### config.mk
export PLATFORM = sky130hd
export DESIGN_NAME = aqd_device_end_flat
export DESIGN_NICKNAME = d
export VERILOG_FILES = /design/src/verilog/aqd_pkg.sv /design/src/verilog/aqd_link_if.sv /design/src/verilog/aqd_device_end.sv /design/src/flat_wrapper.sv
export SDC_FILE = /design/constraint.sdc
export NUM_CORES = 1
export LEC_CHECK = 0
export BUFFER_PORTS_ARGS = -buffer_cell sky130_fd_sc_hd__buf_2
export CAP_MARGIN = 20
export CORE_MARGIN = 5
export CORE_UTILIZATION = 39
export CTS_BUF_LIST = sky130_fd_sc_hd__clkbuf_8
export CTS_CLUSTER_DIAMETER = 150
export DETAILED_ROUTE_END_ITERATION = 8
export PLACE_DENSITY = 0.52
export SLEW_MARGIN = 20
export SYNTH_ARGS = -nofsm -noshare
export SYNTH_HDL_FRONTEND = slang
export SYNTH_SLANG_ARGS = --single-unit
### constraint.sdc
create_clock -name clk -period 149.8 [get_ports clk]
set_input_delay 22.47 -clock clk [delete_from_list [all_inputs] [get_ports clk]]
set_output_delay 22.47 -clock clk [all_outputs]
set_load 0.01 [all_outputs]
### src/verilog/aqd_pkg.sv
`default_nettype none
package aqd_pkg;
  // widths
  localparam int ADDR_W = 4;
  localparam int DATA_W = 16;
  localparam int GAIN_W = 9;
  localparam int CODE_W = 8;
  localparam int VIN_W  = 12;
  localparam int SPAN_W = 10;
  localparam int OFS_W  = 8;
  localparam int CNT_W  = 8;
  localparam int SEL_W  = 2;

  // register map
  localparam logic [ADDR_W-1:0] ADDR_Q_GAIN = 4'hB;
  localparam logic [ADDR_W-1:0] ADDR_RSV_D  = 4'hD;
  localparam logic [ADDR_W-1:0] ADDR_RSV_E  = 4'hE;
  localparam logic [ADDR_W-1:0] ADDR_RSV_F  = 4'hF;

  // field layout and fixed patterns
  localparam int                GAIN_LSB    = 7;
  localparam logic [6:0]        GAIN_FILL   = 7'h7F;
  localparam logic [DATA_W-1:0] RST_Q_GAIN  = 16'h807F;
  localparam logic [DATA_W-1:0] PAT_RSV_D   = 16'h3FFF;
  localparam logic [DATA_W-1:0] PAT_RSV_E   = 16'h07FF;
  localparam logic [DATA_W-1:0] PAT_RSV_F   = 16'h007F;
  localparam logic [2:0]        RSV_OK_RST  = 3'h7;

  // gain codes
  localparam logic [GAIN_W-1:0] GAIN_MID     = 9'h100;
  localparam logic [GAIN_W-1:0] GAIN_FULL    = 9'h1FF;
  localparam logic [GAIN_W-1:0] GAIN_REC_MIN = 9'h0C0;
  localparam logic [GAIN_W-1:0] GAIN_REC_MAX = 9'h1C0;

  // spans in mV
  localparam logic [SPAN_W-1:0] SPAN_MIN_MV   = 10'h230;
  localparam logic [SPAN_W-1:0] SPAN_RANGE_MV = 10'h118;
  localparam logic [SPAN_W-1:0] SPAN_NE_HIGH  = 10'h366;
  localparam logic [SPAN_W-1:0] SPAN_NE_LOW   = 10'h28A;

  // output codes, tenths of an lsb
  localparam logic [CODE_W-1:0] CODE_MIN         = 8'h00;
  localparam logic [CODE_W-1:0] CODE_MAX         = 8'hFF;
  localparam int                TENTHS_PER_LSB   = 10;
  localparam int                CODE_MID_TENTHS  = 1280;
  localparam int                CODE_TOP_TENTHS  = 2560;

  // timing
  localparam int              CLK_PERIOD_NS   = 8;
  localparam int              T_AD_NS         = 16;
  localparam int              RST_MIN_NS      = 16;
  localparam logic [CNT_W-1:0] T_AD_CYC   = CNT_W'((T_AD_NS + CLK_PERIOD_NS - 1) / CLK_PERIOD_NS);
  localparam logic [CNT_W-1:0] RST_MIN_CYC =
    CNT_W'((RST_MIN_NS + CLK_PERIOD_NS - 1) / CLK_PERIOD_NS);
  localparam logic [CNT_W-1:0] CAL_CYC    = 8'h40;
  localparam logic [CNT_W-1:0] HALF_SDR   = 8'h01;
  localparam logic [CNT_W-1:0] HALF_DDR   = 8'h02;

  typedef enum logic [1:0]
  {
    ST_RUN     = 2'b00,
    ST_HOLD    = 2'b01,
    ST_LATENCY = 2'b11
  } aqd_state_type;

  typedef enum logic [1:0]
  {
    H_IDLE  = 2'b00,
    H_WAIT  = 2'b01,
    H_PULSE = 2'b11
  } aqd_host_state_type;

  // span = 560 + code * 280 / 511
  function automatic logic [SPAN_W-1:0] gainSpanMv(input logic [GAIN_W-1:0] code);
    int prod;
    prod = int'(code) * int'(SPAN_RANGE_MV) / int'(GAIN_FULL);
    return SPAN_MIN_MV + SPAN_W'(prod);
  endfunction : gainSpanMv
endpackage : aqd_pkg
`default_nettype wire
### src/verilog/aqd_link_if.sv
`default_nettype none
interface aqd_link_if
(
  input wire logic clk,
  input wire logic rst_n
);
  logic [aqd_pkg::ADDR_W-1:0] wrAddr;
  logic [aqd_pkg::DATA_W-1:0] wrData;
  logic                       wrStrobe;
  logic                       realign;
  logic                       calibrationActive;
  logic                       outputDataClock;
  logic [aqd_pkg::CODE_W-1:0] dataOut;
  logic                       outOfRange;

  modport device
  (
    input  clk, rst_n, wrStrobe, wrAddr, wrData, realign,
    output calibrationActive, outputDataClock, dataOut, outOfRange
  );

  modport host
  (
    input  clk, rst_n, calibrationActive, outputDataClock, dataOut, outOfRange,
    output wrStrobe, wrAddr, wrData, realign
  );
endinterface : aqd_link_if
`default_nettype wire

### src/verilog/aqd_device_end.sv
// Overview of operation
// gain word bits 15:7 set q span
// span linear: 560, 700, 840 mV
// host keeps gain in recommended range
// new gain applies without calibration
// gain resets to midscale code
// host fills low seven bits with ones
// reserved d written as 0x3FFF
// reserved e written as 0x07FF
// reserved f written as 0x007F
// positive and negative zero offset differ
// realign pulse resets output clock phase
// host holds pulse minimum width, clocked release
// pulse accepted anytime, output clock held
// held level by mode and edge
// release aligns on next clock edge
// clock restarts after fixed latency
// no realign while calibration active
// in-range inputs give 8-bit codes
// overrange saturates and flags out of range
// flag high while code beyond 00h..FFh
// adjust only in extended control mode
// registers write-only, no readback
`default_nettype none
module aqd_device_end
(
  // link
  aqd_link_if.device                      link,
  // mode pins
  input  wire logic                       extendedMode,
  input  wire logic                       fullScaleSelect,
  input  wire logic                       ddrMode,
  input  wire logic                       outputEdge,
  input  wire logic                       calStart,
  // sample and offset
  input  wire logic signed [aqd_pkg::VIN_W-1:0] vinMv,
  input  wire logic                       sampleValid,
  input  wire logic [aqd_pkg::OFS_W-1:0]  offsetMag,
  input  wire logic                       offsetNeg,
  // status
  output logic [aqd_pkg::SPAN_W-1:0]      fullScaleMv,
  output logic                            reservedOk
);
  import aqd_pkg::*;

  logic [GAIN_W-1:0] qGainReg;
  logic [GAIN_W-1:0] qGainNext;
  logic [2:0]        rsvOkReg;
  logic [2:0]        rsvOkNext;
  logic [SPAN_W-1:0] spanReg;
  logic [SPAN_W-1:0] spanNext;
  logic [CODE_W-1:0] dataReg;
  logic [CODE_W-1:0] dataNext;
  logic              oorReg;
  logic              oorNext;
  logic              realignMeta;
  logic              realignSync;
  aqd_state_type     stateReg;
  aqd_state_type     stateNext;
  logic              clkOutReg;
  logic              clkOutNext;
  logic [CNT_W-1:0]  phaseReg;
  logic [CNT_W-1:0]  phaseNext;
  logic [CNT_W-1:0]  latReg;
  logic [CNT_W-1:0]  latNext;
  logic [CNT_W-1:0]  calReg;
  logic [CNT_W-1:0]  calNext;
  logic [CNT_W-1:0]  halfCyc;
  logic              holdLevel;

  // offset in tenths; negative zero sits one tenth below positive zero
  function automatic int offsetTenths(input logic [OFS_W-1:0] mag, input logic neg);
    int base;
    base = int'(mag) * TENTHS_PER_LSB;
    return neg ? -(base + 1) : base;
  endfunction : offsetTenths

  function automatic int convTenths
  (
    input logic signed [VIN_W-1:0] vin,
    input logic [SPAN_W-1:0]       span
  );
    int scaled;
    scaled = (int'(vin) * CODE_TOP_TENTHS) / int'(span);
    return CODE_MID_TENTHS + scaled;
  endfunction : convTenths

  // register writes; only accepted in extended mode, nothing reads back
  always_comb
  begin
    qGainNext = qGainReg;
    rsvOkNext = rsvOkReg;
    if (link.wrStrobe && extendedMode)
    begin
      case (link.wrAddr)
        ADDR_Q_GAIN: qGainNext = link.wrData[DATA_W-1:GAIN_LSB];
        ADDR_RSV_D:  rsvOkNext[0] = (link.wrData == PAT_RSV_D);
        ADDR_RSV_E:  rsvOkNext[1] = (link.wrData == PAT_RSV_E);
        ADDR_RSV_F:  rsvOkNext[2] = (link.wrData == PAT_RSV_F);
        default:     qGainNext = qGainReg;
      endcase
    end
  end

  // span follows gain the next cycle in extended mode, no calibration step needed
  always_comb
  begin
    if (extendedMode)
    begin
      spanNext = gainSpanMv(qGainReg);
    end
    else
    begin
      spanNext = fullScaleSelect ? SPAN_NE_HIGH : SPAN_NE_LOW;
    end
  end

  // conversion with clipping
  always_comb
  begin
    int acc;
    acc      = 0;
    dataNext = dataReg;
    oorNext  = oorReg;
    if (sampleValid)
    begin
      acc = convTenths(vinMv, spanReg) + offsetTenths(offsetMag, offsetNeg);
      if (acc < 0)
      begin
        dataNext = CODE_MIN;
        oorNext  = 1'b1;
      end
      else if (acc >= CODE_TOP_TENTHS)
      begin
        dataNext = CODE_MAX;
        oorNext  = 1'b1;
      end
      else
      begin
        dataNext = CODE_W'(acc / TENTHS_PER_LSB);
        oorNext  = 1'b0;
      end
    end
  end

  // output clock divider and realignment
  always_comb
  begin
    halfCyc    = ddrMode ? HALF_DDR : HALF_SDR;
    holdLevel  = ddrMode ? outputEdge : ~outputEdge;
    stateNext  = stateReg;
    clkOutNext = clkOutReg;
    phaseNext  = phaseReg;
    latNext    = latReg;
    case (stateReg)
      ST_RUN:
      begin
        if (realignSync)
        begin
          // abrupt hold can cut the current phase short
          stateNext  = ST_HOLD;
          clkOutNext = holdLevel;
        end
        else if (phaseReg == halfCyc - 8'h01)
        begin
          phaseNext  = '0;
          clkOutNext = ~clkOutReg;
        end
        else
        begin
          phaseNext = phaseReg + 8'h01;
        end
      end
      ST_HOLD:
      begin
        clkOutNext = holdLevel;
        if (!realignSync)
        begin
          stateNext = ST_LATENCY;
          latNext   = T_AD_CYC - 8'h01;
          phaseNext = '0;
        end
      end
      ST_LATENCY:
      begin
        clkOutNext = holdLevel;
        if (realignSync)
        begin
          stateNext = ST_HOLD;
        end
        else if (latReg == '0)
        begin
          stateNext  = ST_RUN;
          clkOutNext = ~holdLevel;
          phaseNext  = '0;
        end
        else
        begin
          latNext = latReg - 8'h01;
        end
      end
      default:
      begin
        stateNext  = ST_RUN;
        clkOutNext = holdLevel;
        phaseNext  = '0;
      end
    endcase
  end

  // calibration timer; realign during it is the host's duty to avoid
  always_comb
  begin
    calNext = calReg;
    if (calReg != '0)
    begin
      calNext = calReg - 8'h01;
    end
    else if (calStart)
    begin
      calNext = CAL_CYC;
    end
  end

  always_ff @(posedge link.clk)
  begin
    if (!link.rst_n)
    begin
      qGainReg    <= RST_Q_GAIN[DATA_W-1:GAIN_LSB];
      rsvOkReg    <= RSV_OK_RST;
      spanReg     <= SPAN_NE_LOW;
      dataReg     <= CODE_MIN;
      oorReg      <= 1'b0;
      realignMeta <= 1'b0;
      realignSync <= 1'b0;
      stateReg    <= ST_RUN;
      clkOutReg   <= 1'b0;
      phaseReg    <= '0;
      latReg      <= '0;
      calReg      <= '0;
    end
    else
    begin
      qGainReg    <= qGainNext;
      rsvOkReg    <= rsvOkNext;
      spanReg     <= spanNext;
      dataReg     <= dataNext;
      oorReg      <= oorNext;
      realignMeta <= link.realign;
      realignSync <= realignMeta;
      stateReg    <= stateNext;
      clkOutReg   <= clkOutNext;
      phaseReg    <= phaseNext;
      latReg      <= latNext;
      calReg      <= calNext;
    end
  end

  assign link.dataOut           = dataReg;
  assign link.outOfRange        = oorReg;
  assign link.outputDataClock   = clkOutReg;
  assign link.calibrationActive = (calReg != '0);
  assign fullScaleMv            = spanReg;
  assign reservedOk             = &rsvOkReg;
endmodule : aqd_device_end
`default_nettype wire

### src/flat_wrapper.sv
// flat-port wrapper written by rule: the top's interface ports become plain ports
module aqd_device_end_flat import aqd_pkg::*;
  (extendedMode, fullScaleSelect, ddrMode, outputEdge, calStart, vinMv, sampleValid, offsetMag, offsetNeg, fullScaleMv, reservedOk, clk, rst_n, link_wrStrobe, link_wrAddr, link_wrData, link_realign, link_calibrationActive, link_outputDataClock, link_dataOut, link_outOfRange);
  aqd_link_if link_i (.clk(clk), .rst_n(rst_n));
  input  wire logic extendedMode;
  input  wire logic fullScaleSelect;
  input  wire logic ddrMode;
  input  wire logic outputEdge;
  input  wire logic calStart;
  input  wire logic signed [aqd_pkg::VIN_W-1:0] vinMv;
  input  wire logic sampleValid;
  input  wire logic [aqd_pkg::OFS_W-1:0] offsetMag;
  input  wire logic offsetNeg;
  output logic [aqd_pkg::SPAN_W-1:0] fullScaleMv;
  output logic reservedOk;
  input wire logic clk;
  input wire logic rst_n;
  input wire logic [$bits(link_i.wrStrobe)-1:0] link_wrStrobe;
  input wire logic [$bits(link_i.wrAddr)-1:0] link_wrAddr;
  input wire logic [$bits(link_i.wrData)-1:0] link_wrData;
  input wire logic [$bits(link_i.realign)-1:0] link_realign;
  output wire logic [$bits(link_i.calibrationActive)-1:0] link_calibrationActive;
  output wire logic [$bits(link_i.outputDataClock)-1:0] link_outputDataClock;
  output wire logic [$bits(link_i.dataOut)-1:0] link_dataOut;
  output wire logic [$bits(link_i.outOfRange)-1:0] link_outOfRange;
  assign link_i.wrStrobe = link_wrStrobe;
  assign link_i.wrAddr = link_wrAddr;
  assign link_i.wrData = link_wrData;
  assign link_i.realign = link_realign;
  assign link_calibrationActive = link_i.calibrationActive;
  assign link_outputDataClock = link_i.outputDataClock;
  assign link_dataOut = link_i.dataOut;
  assign link_outOfRange = link_i.outOfRange;
  aqd_device_end u_core (.link(link_i), .extendedMode(extendedMode), .fullScaleSelect(fullScaleSelect), .ddrMode(ddrMode), .outputEdge(outputEdge), .calStart(calStart), .vinMv(vinMv), .sampleValid(sampleValid), .offsetMag(offsetMag), .offsetNeg(offsetNeg), .fullScaleMv(fullScaleMv), .reservedOk(reservedOk));
endmodule
Word-level counts from Yosys, hierarchy flattened
Index checks and enable logic that the tools add are counted.
{"block": "word_totals", "in_bits": 51, "regBits": 60, "wordCells": 97, "output_inout_bits": 22}
{"block": "op_classes", "div_mod_pow": 3, "addsub": 9, "n_bitwise": 3, "multipliers": 3, "n_reduce_logical": 14, "muxes": 31, "eq_ne": 18, "magnitude_cmp": 2}
{"operator": "$mux W8", "count": 12}
{"operator": "$add A12 B32 Y32 const A", "count": 1}
{"operator": "$add A32 B2 Y32 const B", "count": 1}
{"operator": "$add A32 B32 Y32", "count": 1}
{"operator": "$div A32 B10 Y32 const B", "count": 1}
{"operator": "$div A32 B11 Y32", "count": 1}
{"operator": "$div A32 B5 Y32 const B", "count": 1}
{"operator": "$ge A32 B13 Y1 const B", "count": 1}
{"operator": "$lt A32 B1 Y1 const B", "count": 1}
{"operator": "$mux W32", "count": 1}
{"operator": "$neg A32 Y32", "count": 1}
{"operator": "$pmux W8 S3", "count": 1}
{"operator": "$sub A8 B1 Y8 const B", "count": 3}
{"operator": "$eq A16 B11 Y1 const B", "count": 1}
{"operator": "$eq A16 B14 Y1 const B", "count": 1}
{"operator": "$eq A16 B7 Y1 const B", "count": 1}
{"operator": "$eq A4 B4 Y1 const B", "count": 4}
{"operator": "$mul A12 B4 Y16 const B", "count": 1}
{"operator": "$pmux W8 S2", "count": 1}
{"operator": "$mul A9 B6 Y15 const B", "count": 1}
{"operator": "$mul A8 B3 Y11 const B", "count": 1}
{"operator": "$add A10 B10 Y10 const A", "count": 1}
{"operator": "$mux W10", "count": 1}
{"operator": "$mux W2", "count": 5}
{"operator": "other kinds (20)", "count": 39}

Depth between registers and ports, before layout
Gate-level depths: netlist of the first run.
{"block": "depth", "depth_word": 8, "mapped_depth": 508, "mapped_depth_nobuf": 468}

Worst setup path before layout of the first run
OpenSTA, ideal clock, no wires.
{"block": "synth_path", "path_type": "input port to flip-flop", "startpoint": "input port vinMv[1] (netlist bit)", "endpoint": "register u_core.dataReg[0], in the netlist u_core.link.dataOut[0]", "stages": 452, "t_required_ps": 149742, "t_arrival_ps": 112202, "slack_ps": 37540, "setup_time_ps": 58, "n_path_buf": 34, "path_cell_list": "ha_1 -> ha_1 -> inv_1 -> fa_1 -> nor2b_1 -> o21ai_0 -> a21boi_0 -> o21a_1 -> o2111ai_1 -> a211oi_1 -> a2bb2oi_1 -> nor4b_1 -> a21oi_1 -> nor2_1 -> ha_1 -> o211ai_1 -> nand4b_1 -> o221ai_1 -> [... 416 more ...] -> a211oi_1 -> o211ai_1 -> a32oi_2 -> nor4b_1 -> a41oi_1 -> a22o_2 -> and4_4 -> a2111oi_4 -> a221oi_4 -> o21a_2 -> o221a_1 -> or2_1 -> buf_6 -> buf_8 -> a2111oi_2 -> o221ai_1 -> a21oi_2 -> o21a_1"}
{"block": "synth_between", "elab_chain_cells": 7, "word_cells_on_any_way": 9, "classes_between": "2 x add/sub; 1 x mul; 2 x div; 2 x order compare; 2 x mux"}
{"item": "from (decl)", "line_no": "flat_wrapper.sv:10", "rtl": "input wire logic signed [aqd_pkg::VIN_W-1:0] vinMv;"}
{"item": "$mul A12 B4 Y16 *", "line_no": "aqd_device_end.sv:84", "rtl": "scaled = (int'(vin) * CODE_TOP_TENTHS) / int'(span);"}
{"item": "$div A32 B11 Y32 *", "line_no": "aqd_device_end.sv:84"}
{"item": "$add A12 B32 Y32 *", "line_no": "aqd_device_end.sv:85", "rtl": "return CODE_MID_TENTHS + scaled;"}
{"item": "$add A32 B32 Y32 *", "line_no": "aqd_device_end.sv:127", "rtl": "acc = convTenths(vinMv, spanReg) + offsetTenths(offsetMag, offsetNeg);"}
{"item": "$div A32 B5 Y32 or $ge A32 B13 Y1 (tied branches)", "line_no": "aqd_device_end.sv:140, aqd_device_end.sv:133"}
{"item": "$mux W8", "line_no": "aqd_device_end.sv:133", "rtl": "else if (acc >= CODE_TOP_TENTHS)"}
{"item": "$mux W8 *", "line_no": "aqd_device_end.sv:128", "rtl": "if (acc < 0)"}
{"item": "to (signal assigned)", "line_no": "aqd_device_end.sv:247", "rtl": "dataReg <= dataNext;"}
{"item": "to (decl)", "line_no": "aqd_device_end.sv:52", "rtl": "logic [CODE_W-1:0] dataReg;"}
Mark *: on every way between the ends. The rest lies on a longest branch, timed or not.
A chain may end at the register's enable or synchronous reset.

Worst setup path in the final report of the first run
{"block": "layout_path", "startpoint": "input port vinMv[0] (netlist bit)", "endpoint": "register u_core.dataReg[0], in the netlist u_core.link.dataOut[0]"}
Same word-level chain as after synthesis.

==> results of run 1 <==
-- state kept, by name, summed over array words and instances, names as in the netlist, 2 cells and up --
signal               flops
u_core.rsvOkReg          3
u_core.calReg            8
u_core.fullScaleMv      10
u_core.link.dataOut      8
u_core.phaseReg          8
u_core.qGainReg          9
u_core.stateReg          2
u_core.latReg            8
-- cell families after synthesis --
kind of cell / after synthesis / synth area share
AOI/OAI and AO/OA: 1658 / 0.341
other: 1 / 0.000101
and+or+nand+nor: 1931 / 0.292
muxes: 142 / 0.0445
buffers and inverters: 308 / 0.0515
xor gates and xnor gates: 390 / 0.0952
DFF: 60 / 0.0325
adders and majority gates: 418 / 0.143
-- worst max-delay path, delay by kind of cell --
family / cells / cell delay, ps
AO/OA/AOI/OAI: 263 / 56580
adder cells (fa/ha/maj): 32 / 9690
buffers and inverters: 12 / 1680
AND/OR/NAND/NOR: 108 / 31290
XOR/XNOR: 1 / 470
multiplexers: 6 / 1830
-- layout by cell type, fill, tap and decap left out, drive strengths merged, types with 62 or more instances in the layout --
master    n
and2     74
a31oi    62
buf     121
nor3    246
nand3   143
nand2   386
a21o    121
o21a    164
nor4     65
o21ai   232
a21oi   381
nand4    85
o31ai    88
or2      65
inv     167
o211ai   82
mux2     85
nor2    469
ha      404
xor2    144
or3      77
xnor2   246
-- metal layers --
layer	vias to the layer above	wire length, µm	share of wire
li1	18829	-	-
met1	17614	57300	0.49
met2	821	51900	0.45
met3	106	5440	0.047
met4	2	1380	0.012
met5	-	11	0.000095
-- layout make-up --
class / count / area [µm²]
timing repair buffer: 121 / 728
multi-input combinational: 4547 / 33900
clock inverter: 7 / 98.8
antenna: 2 / 5.00
fill: 9909 / 56300
sequential: 60 / 1200
tap: 1265 / 1580
clock buffer: 9 / 124
inverter: 166 / 623
-- metrics by stage --
stage          hold WS (ps)  instances  setup WS, ps
4_1_cts                 443       6175         26360
5_1_grt                 456       6175         17150
3_5_place_dp            420       6159         26190
6_report                439       6177         25820
3_3_place_gp            420       6159         28400
2_1_floorplan           412       4915         37540
-- worst paths after layout --
check,end,slack (ps),depth (start not counted)
max,u_core.link.dataOut[0],25820,422
min,u_core.realignSync,440,1
max reg2reg,u_core.link.dataOut[0],39070,447
min reg2reg,u_core.realignSync,440,1
==> impl_metrics.csv, run 1 <==
group,metric,value,unit
clock_tree,cts_buffer_depth,2,
timing,finalClockSkew,39.7,ps
clock_tree,clk_pin_slew_worst_paths,100,ps
timing,finalSetupTns,0,ps
die,fp.dieW,318,µm
timing,timing.final.crit_period,123980,ps
clock_tree,htree_num_levels,3,
setup_path,cp_slowest_cell,"sky130_fd_sc_hd__a2111oi_1",
die,start_util,0.391,
die,die-area,101000,µm²
grt,groute.layer.met3.usage,0.0233,
logic_synthesis,synth_seq_cells,60,
min_path,hp-class,"reg -> reg",
placed_design,placement.io_buffers,72,
run_status,outcome,"finished clean",
placed_design,place_hpwl,93.7,mm
grt,grt_antenna_before_repair,4,
drt,drt-vias-per-instance,6.05,
setup_path,critical_path.endpoint_type,"flip-flop",
logic_synthesis,synth.avg_cell_area,7.53,µm²
grt,grt_first_pass_wirelength,186,mm
min_path,hold_path.startpoint,"u_core.realignMeta",
drt,num_vias,37372,
setup_path,critPathKind,"in -> reg",
finish,finish.utilization,0.405,
drt,drt_iter0_markers,2740,
logic_synthesis,synth_top_area_share,0.137,
clock_tree,clock-sinks,60,
setup_path,critPathRequiredTime,150170,ps
grt,grt_util_met2,0.358,
clock_tree,cts_post_setup_buffers_inserted,0,
logic_synthesis,cell_types_with_the_highest_counts_after_synthesis,"sky130_fd_sc_hd__nor2_1 (446), sky130_fd_sc_hd__ha_1 (404), sky130_fd_sc_hd__nand2_1 (366), sky130_fd_sc_hd__a21oi_1 (355), sky130_fd_sc_hd__xnor2_1 (237)",
timing,final_hold_viol_count,0,
die,placementRows,113,
grt,grt_most_used_layer,"met2",
setup_path,setup.worst_path.start_class,"primary input",
logic_synthesis,synth.top_cells.by_area,"sky130_fd_sc_hd__ha_1 (14%), sky130_fd_sc_hd__xnor2_1 (5.6%), sky130_fd_sc_hd__a21oi_1 (4.8%)",
placed_design,routabilityCongestion,0.896,
die,design.core.area,94600,µm²
setup_path,max_stage_delay,820,ps
timing,max_freq,0.00807,GHz
grt,maximum_number_of_pins_on_one_net_before_global_route_repair,44,
clock_tree,clk_root_buffer_cell,"sky130_fd_sc_hd__clkbuf_8",
setup_path,startpoint,"vinMv[0]",
grt,gr-total-overflow,0,
placed_design,placedInstanceArea,38000,µm²
timing,maxSlewHeadroom,0.255,
setup_path,cpMostUsedCell,"sky130_fd_sc_hd__o21a_1",
finish,finalNetCount,5369,
logic_synthesis,synthDominantAreaCellType,"sky130_fd_sc_hd__ha_1",
job,max_cap_violations,0,
setup_path,critical_path.reg2reg.startpoint,"u_core.fullScaleMv[7]",
logic_synthesis,ys_warn_count,0,
logic_synthesis,ys_seq_area_frac,0.0325,
clock_tree,numCtsBuffers,9,
logic_synthesis,synth_edf_count,0,
logic_synthesis,yosys.cell_count.top_type,"sky130_fd_sc_hd__nor2_1",
logic_synthesis,postSynth.asyncResetShare,0,
setup_path,cp.arrival,124360,ps
grt,grtUsageMet1,0.309,
drt,detail_route.wl_per_cell,18.8,µm
grt,via_count_of_the_first_global_routing_pass,34726,
clock_tree,postCtsHoldBufs,0,
clock_tree,clk-insertion-delay-late,450,ps
timing,min_period_over_period,0.828,
clock_tree,cts_tree,"done",
drt,finalWirelength,116,mm
finish,postLayoutCellArea,38300,µm²
die,top_level_ports,73,
logic_synthesis,synthCells,4908,
timing,finalSetupViolations,0,
die,fp.dieH,318,µm
logic_synthesis,synth_flop_cell,"sky130_fd_sc_hd__dfxtp_1",
logic_synthesis,synth_cell_types,206,
timing,maxSlewViolCount,0,
setup_path,timing.critical_path.fanout_max,32,
drt,ant_nets,0,
grt,gr-usage-all-layers,0.215,
finish,layout-drive-gt1-share,0.166,
finish,syn2layout_area_growth,3.58,%
timing,grt_setup_unrepaired,"no",
timing,worst_slew_pin_slew,1110,ps
logic_synthesis,synth_area,37000,µm²
drt,drcViolationCount,0,
clock_tree,ctsResizeCount,0,
drt,drt-pass1-iter-count,8,
Power of run 1 is left out: the tool's default activity adds up to more than one toggle a clock period on the data nets, which glitch-free logic cannot reach.
==> inputs of run 2 (changes only) <==
--- a/config.mk
+++ b/config.mk
@@ -5,6 +5,7 @@
 export SDC_FILE = /design/constraint.sdc
 export NUM_CORES = 1
 export LEC_CHECK = 0
+export ABC_AREA = 1
 export BUFFER_PORTS_ARGS = -buffer_cell sky130_fd_sc_hd__buf_2
 export CAP_MARGIN = 20
 export CORE_MARGIN = 5
==> constraint.sdc (replaced) <==
create_clock -name clk -period 121 [get_ports clk]
set_input_delay 18.15 -clock clk [delete_from_list [all_inputs] [get_ports clk]]
set_output_delay 18.15 -clock clk [all_outputs]
set_load 0.01 [all_outputs]
==> run 2 against run 1 <==
  * Via count rose by 5.1%
  * Sequential share of layout area fell by 0.16 points
  * Core utilization barely moved
  * Worst hold slack got worse by 25 ps
  * Synthesized area rose by 5.5%
  * Global-route usage barely moved
  * Die area rose by 5.3%
  * Clock skew rose by 22 ps
  * Count of clock-buffer cells in the layout rose by 2
  * Flip-flop and latch count did not move
==> impl_metrics.csv, run 2 <==
group,metric,value,unit
run_status,outcome,"finished clean",
timing,finalSetupViolations,0,
finish,finalNetCount,6844,
placed_design,place_ws,20610,ps
die,top_level_ports,73,
logic_synthesis,yosys.cell_count.top_type,"sky130_fd_sc_hd__nand2_1",
grt,via_count_of_the_first_global_routing_pass,36556,
timing,worst_slew_pin_slew,982,ps
timing,finalSetupTns,0,ps
finish,flip_flop_count_of_the_largest_register_all_copies_and_words_added,10,
finish,layout-drive-gt1-share,0.178,
timing,final_hold_viol_count,0,
placed_design,place_hpwl,99.2,mm
job,max_cap_violations,0,
die,fp.dieH,326,µm
clock_tree,cts_buffer_depth,2,
die,placementRows,116,
drt,drt-vias-per-instance,5.11,
logic_synthesis,synth.avg_cell_area,6.13,µm²
drt,drt-pass1-iter-count,5,
finish,final_common_cell,"sky130_fd_sc_hd__nand2_1",
drt,detail_route.wl_per_cell,15.4,µm
die,design.core.area,99700,µm²
setup_path,critPathRequiredTime,121380,ps
logic_synthesis,postSynth.asyncResetShare,0,
logic_synthesis,synth_flop_cell,"sky130_fd_sc_hd__dfxtp_1",
clock_tree,clock-sinks,60,
logic_synthesis,synthDominantAreaCellType,"sky130_fd_sc_hd__nand2_1",
timing,max_freq,0.00995,GHz
clock_tree,htree_num_levels,3,
clock_tree,clk_root_buffer_cell,"sky130_fd_sc_hd__clkbuf_8",
timing,maxSlewHeadroom,0.341,
timing,maxSlewViolCount,0,
clock_tree,numCtsBuffers,9,
logic_synthesis,synth_top_area_share,0.132,
die,fp.dieW,326,µm
setup_path,cp_slowest_cell,"sky130_fd_sc_hd__nand3_2",
die,start_util,0.391,
setup_path,critPathKind,"in -> reg",
logic_synthesis,synth_edf_count,0,
grt,gr-usage-all-layers,0.215,
setup_path,cpMostUsedCell,"sky130_fd_sc_hd__nand2_1",
logic_synthesis,cell_types_with_the_highest_counts_after_synthesis,"sky130_fd_sc_hd__nand2_1 (1375), sky130_fd_sc_hd__inv_1 (877), sky130_fd_sc_hd__nor2_1 (511), sky130_fd_sc_hd__nand3_1 (455), sky130_fd_sc_hd__ha_1 (404)",
clock_tree,cts_tree,"done",
setup_path,max_stage_delay,730,ps
drt,ant_nets,0,
die,die-area,106000,µm²
timing,timing.final.crit_period,100470,ps
min_path,hp-class,"reg -> reg",
clock_tree,clk_pin_slew_worst_paths,140,ps
drt,drt_iter0_markers,2548,
grt,grt_antenna_before_repair,3,
clock_tree,ctsResizeCount,0,
clock_tree,cts_post_setup_buffers_inserted,0,
timing,grt_setup_unrepaired,"no",
finish,commonest_non_fill_non_tap_cells_in_the_layout,"sky130_fd_sc_hd__nand2_1 (1375), sky130_fd_sc_hd__inv_1 (870), sky130_fd_sc_hd__nor2_1 (511), sky130_fd_sc_hd__nand3_1 (455), sky130_fd_sc_hd__ha_1 (404)",
clock_tree,postCtsHoldBufs,0,
placed_design,routabilityCongestion,0.905,
timing,setup_ws,20530,ps
setup_path,cp.arrival,100860,ps
timing,min_period_over_period,0.830,
drt,num_vias,39291,
setup_path,timing.critical_path.fanout_max,38,
grt,gr-total-overflow,0,
setup_path,setup.worst_path.start_class,"primary input",
grt,maximum_number_of_pins_on_one_net_before_global_route_repair,39,
logic_synthesis,ys_warn_count,0,
placed_design,placement.io_buffers,72,
logic_synthesis,ys_seq_area_frac,0.0308,
logic_synthesis,synth_cell_types,98,
clock_tree,clk-insertion-delay-late,480,ps
logic_synthesis,synth.top_cells.by_area,"sky130_fd_sc_hd__nand2_1 (13%), sky130_fd_sc_hd__ha_1 (13%), sky130_fd_sc_hd__inv_1 (8.4%)",
drt,finalWirelength,118,mm
grt,grt_first_pass_wirelength,191,mm
logic_synthesis,synthCells,6355,
timing,finalClockSkew,61.7,ps
logic_synthesis,synth_seq_cells,60,
setup_path,critical_path.endpoint_type,"flip-flop",
finish,syn2layout_area_growth,3.54,%
logic_synthesis,synth_area,39000,µm²
drt,drcViolationCount,0,
==> run 2: cell types whose count changed in the layout (fill, tap and decap cells not counted), moves of 113 or more <==
cell	change
sky130_fd_sc_hd__nand2_1	+1009
sky130_fd_sc_hd__inv_1	+706
sky130_fd_sc_hd__nand3_1	+321
sky130_fd_sc_hd__nand2_2	+258
sky130_fd_sc_hd__o21a_1	-141
sky130_fd_sc_hd__nor3_1	-140
sky130_fd_sc_hd__o21ai_0	+134
sky130_fd_sc_hd__xor2_1	+131
sky130_fd_sc_hd__xnor2_1	-127
sky130_fd_sc_hd__nand3_2	+122
sky130_fd_sc_hd__nand2_4	+113
==> run 2: final timing paths <==
check,start,to,slack [ps],depth (start not counted)
hold / removal,u_core.realignMeta,u_core.realignSync,410,2
hold reg to reg,u_core.realignMeta,u_core.realignSync,410,2
setup / recovery,vinMv[1],u_core.link.dataOut[0],20530,519
setup reg to reg,u_core.fullScaleMv[7],u_core.link.dataOut[0],30390,566
==> run 2: metrics by stage <==
stage / util / hold WS (ps) / instance area (µm²) / instances
finish: 0.405 / 413 / 40400 / 7685
global route: 0.405 / 476 / 40400 / 7683
CTS: 0.405 / 429 / 40400 / 7683
detailed placement: 0.403 / 423 / 40100 / 7667
global placement: 0.403 / 426 / 40100 / 7667
floorplan: - / 390 / 39000 / 6362
==> run 2: kinds of logic after synthesis <==
logic type	after synthesis	synth area share
adder cells (fa/ha/maj)	413	0.134
AND/OR/NAND/NOR	3470	0.480
multiplexers	2	0.000514
buffers and inverters	1124	0.131
AO/OA/AOI/OAI	903	0.136
flip-flops	60	0.0308
XOR/XNOR	382	0.0870
other	1	0.0000962
==> run 2: critical path, delay by kind of cell <==
| kind | cells | cell delay (ps) |
|---|---|---|
| AO/OA/AOI/OAI | 142 | 28760 |
| adder cells (fa/ha/maj) | 31 | 10020 |
| buffers and inverters | 68 | 8070 |
| XOR/XNOR | 2 | 500 |
| AND/OR/NAND/NOR | 276 | 34970 |
==> run 2: final cells by class <==
type,count,area [µm²]
Fill cell,10884,59300
Multi-Input combinational cell,5178,32700
Inverter,1039,4130
Tap cell,1298,1620
Sequential cell,60,1200
Timing Repair Buffer,92,510
Clock buffer,11,151
Clock inverter,5,58.8
Antenna cell,2,5.00
==> run 2: layer usage <==
layer  share of wire  track usage
met1            0.51        0.317
met2            0.42        0.341
met3           0.040       0.0167
met4           0.024       0.0498
met5               0            0
Power of run 2 is left out for the same reason.
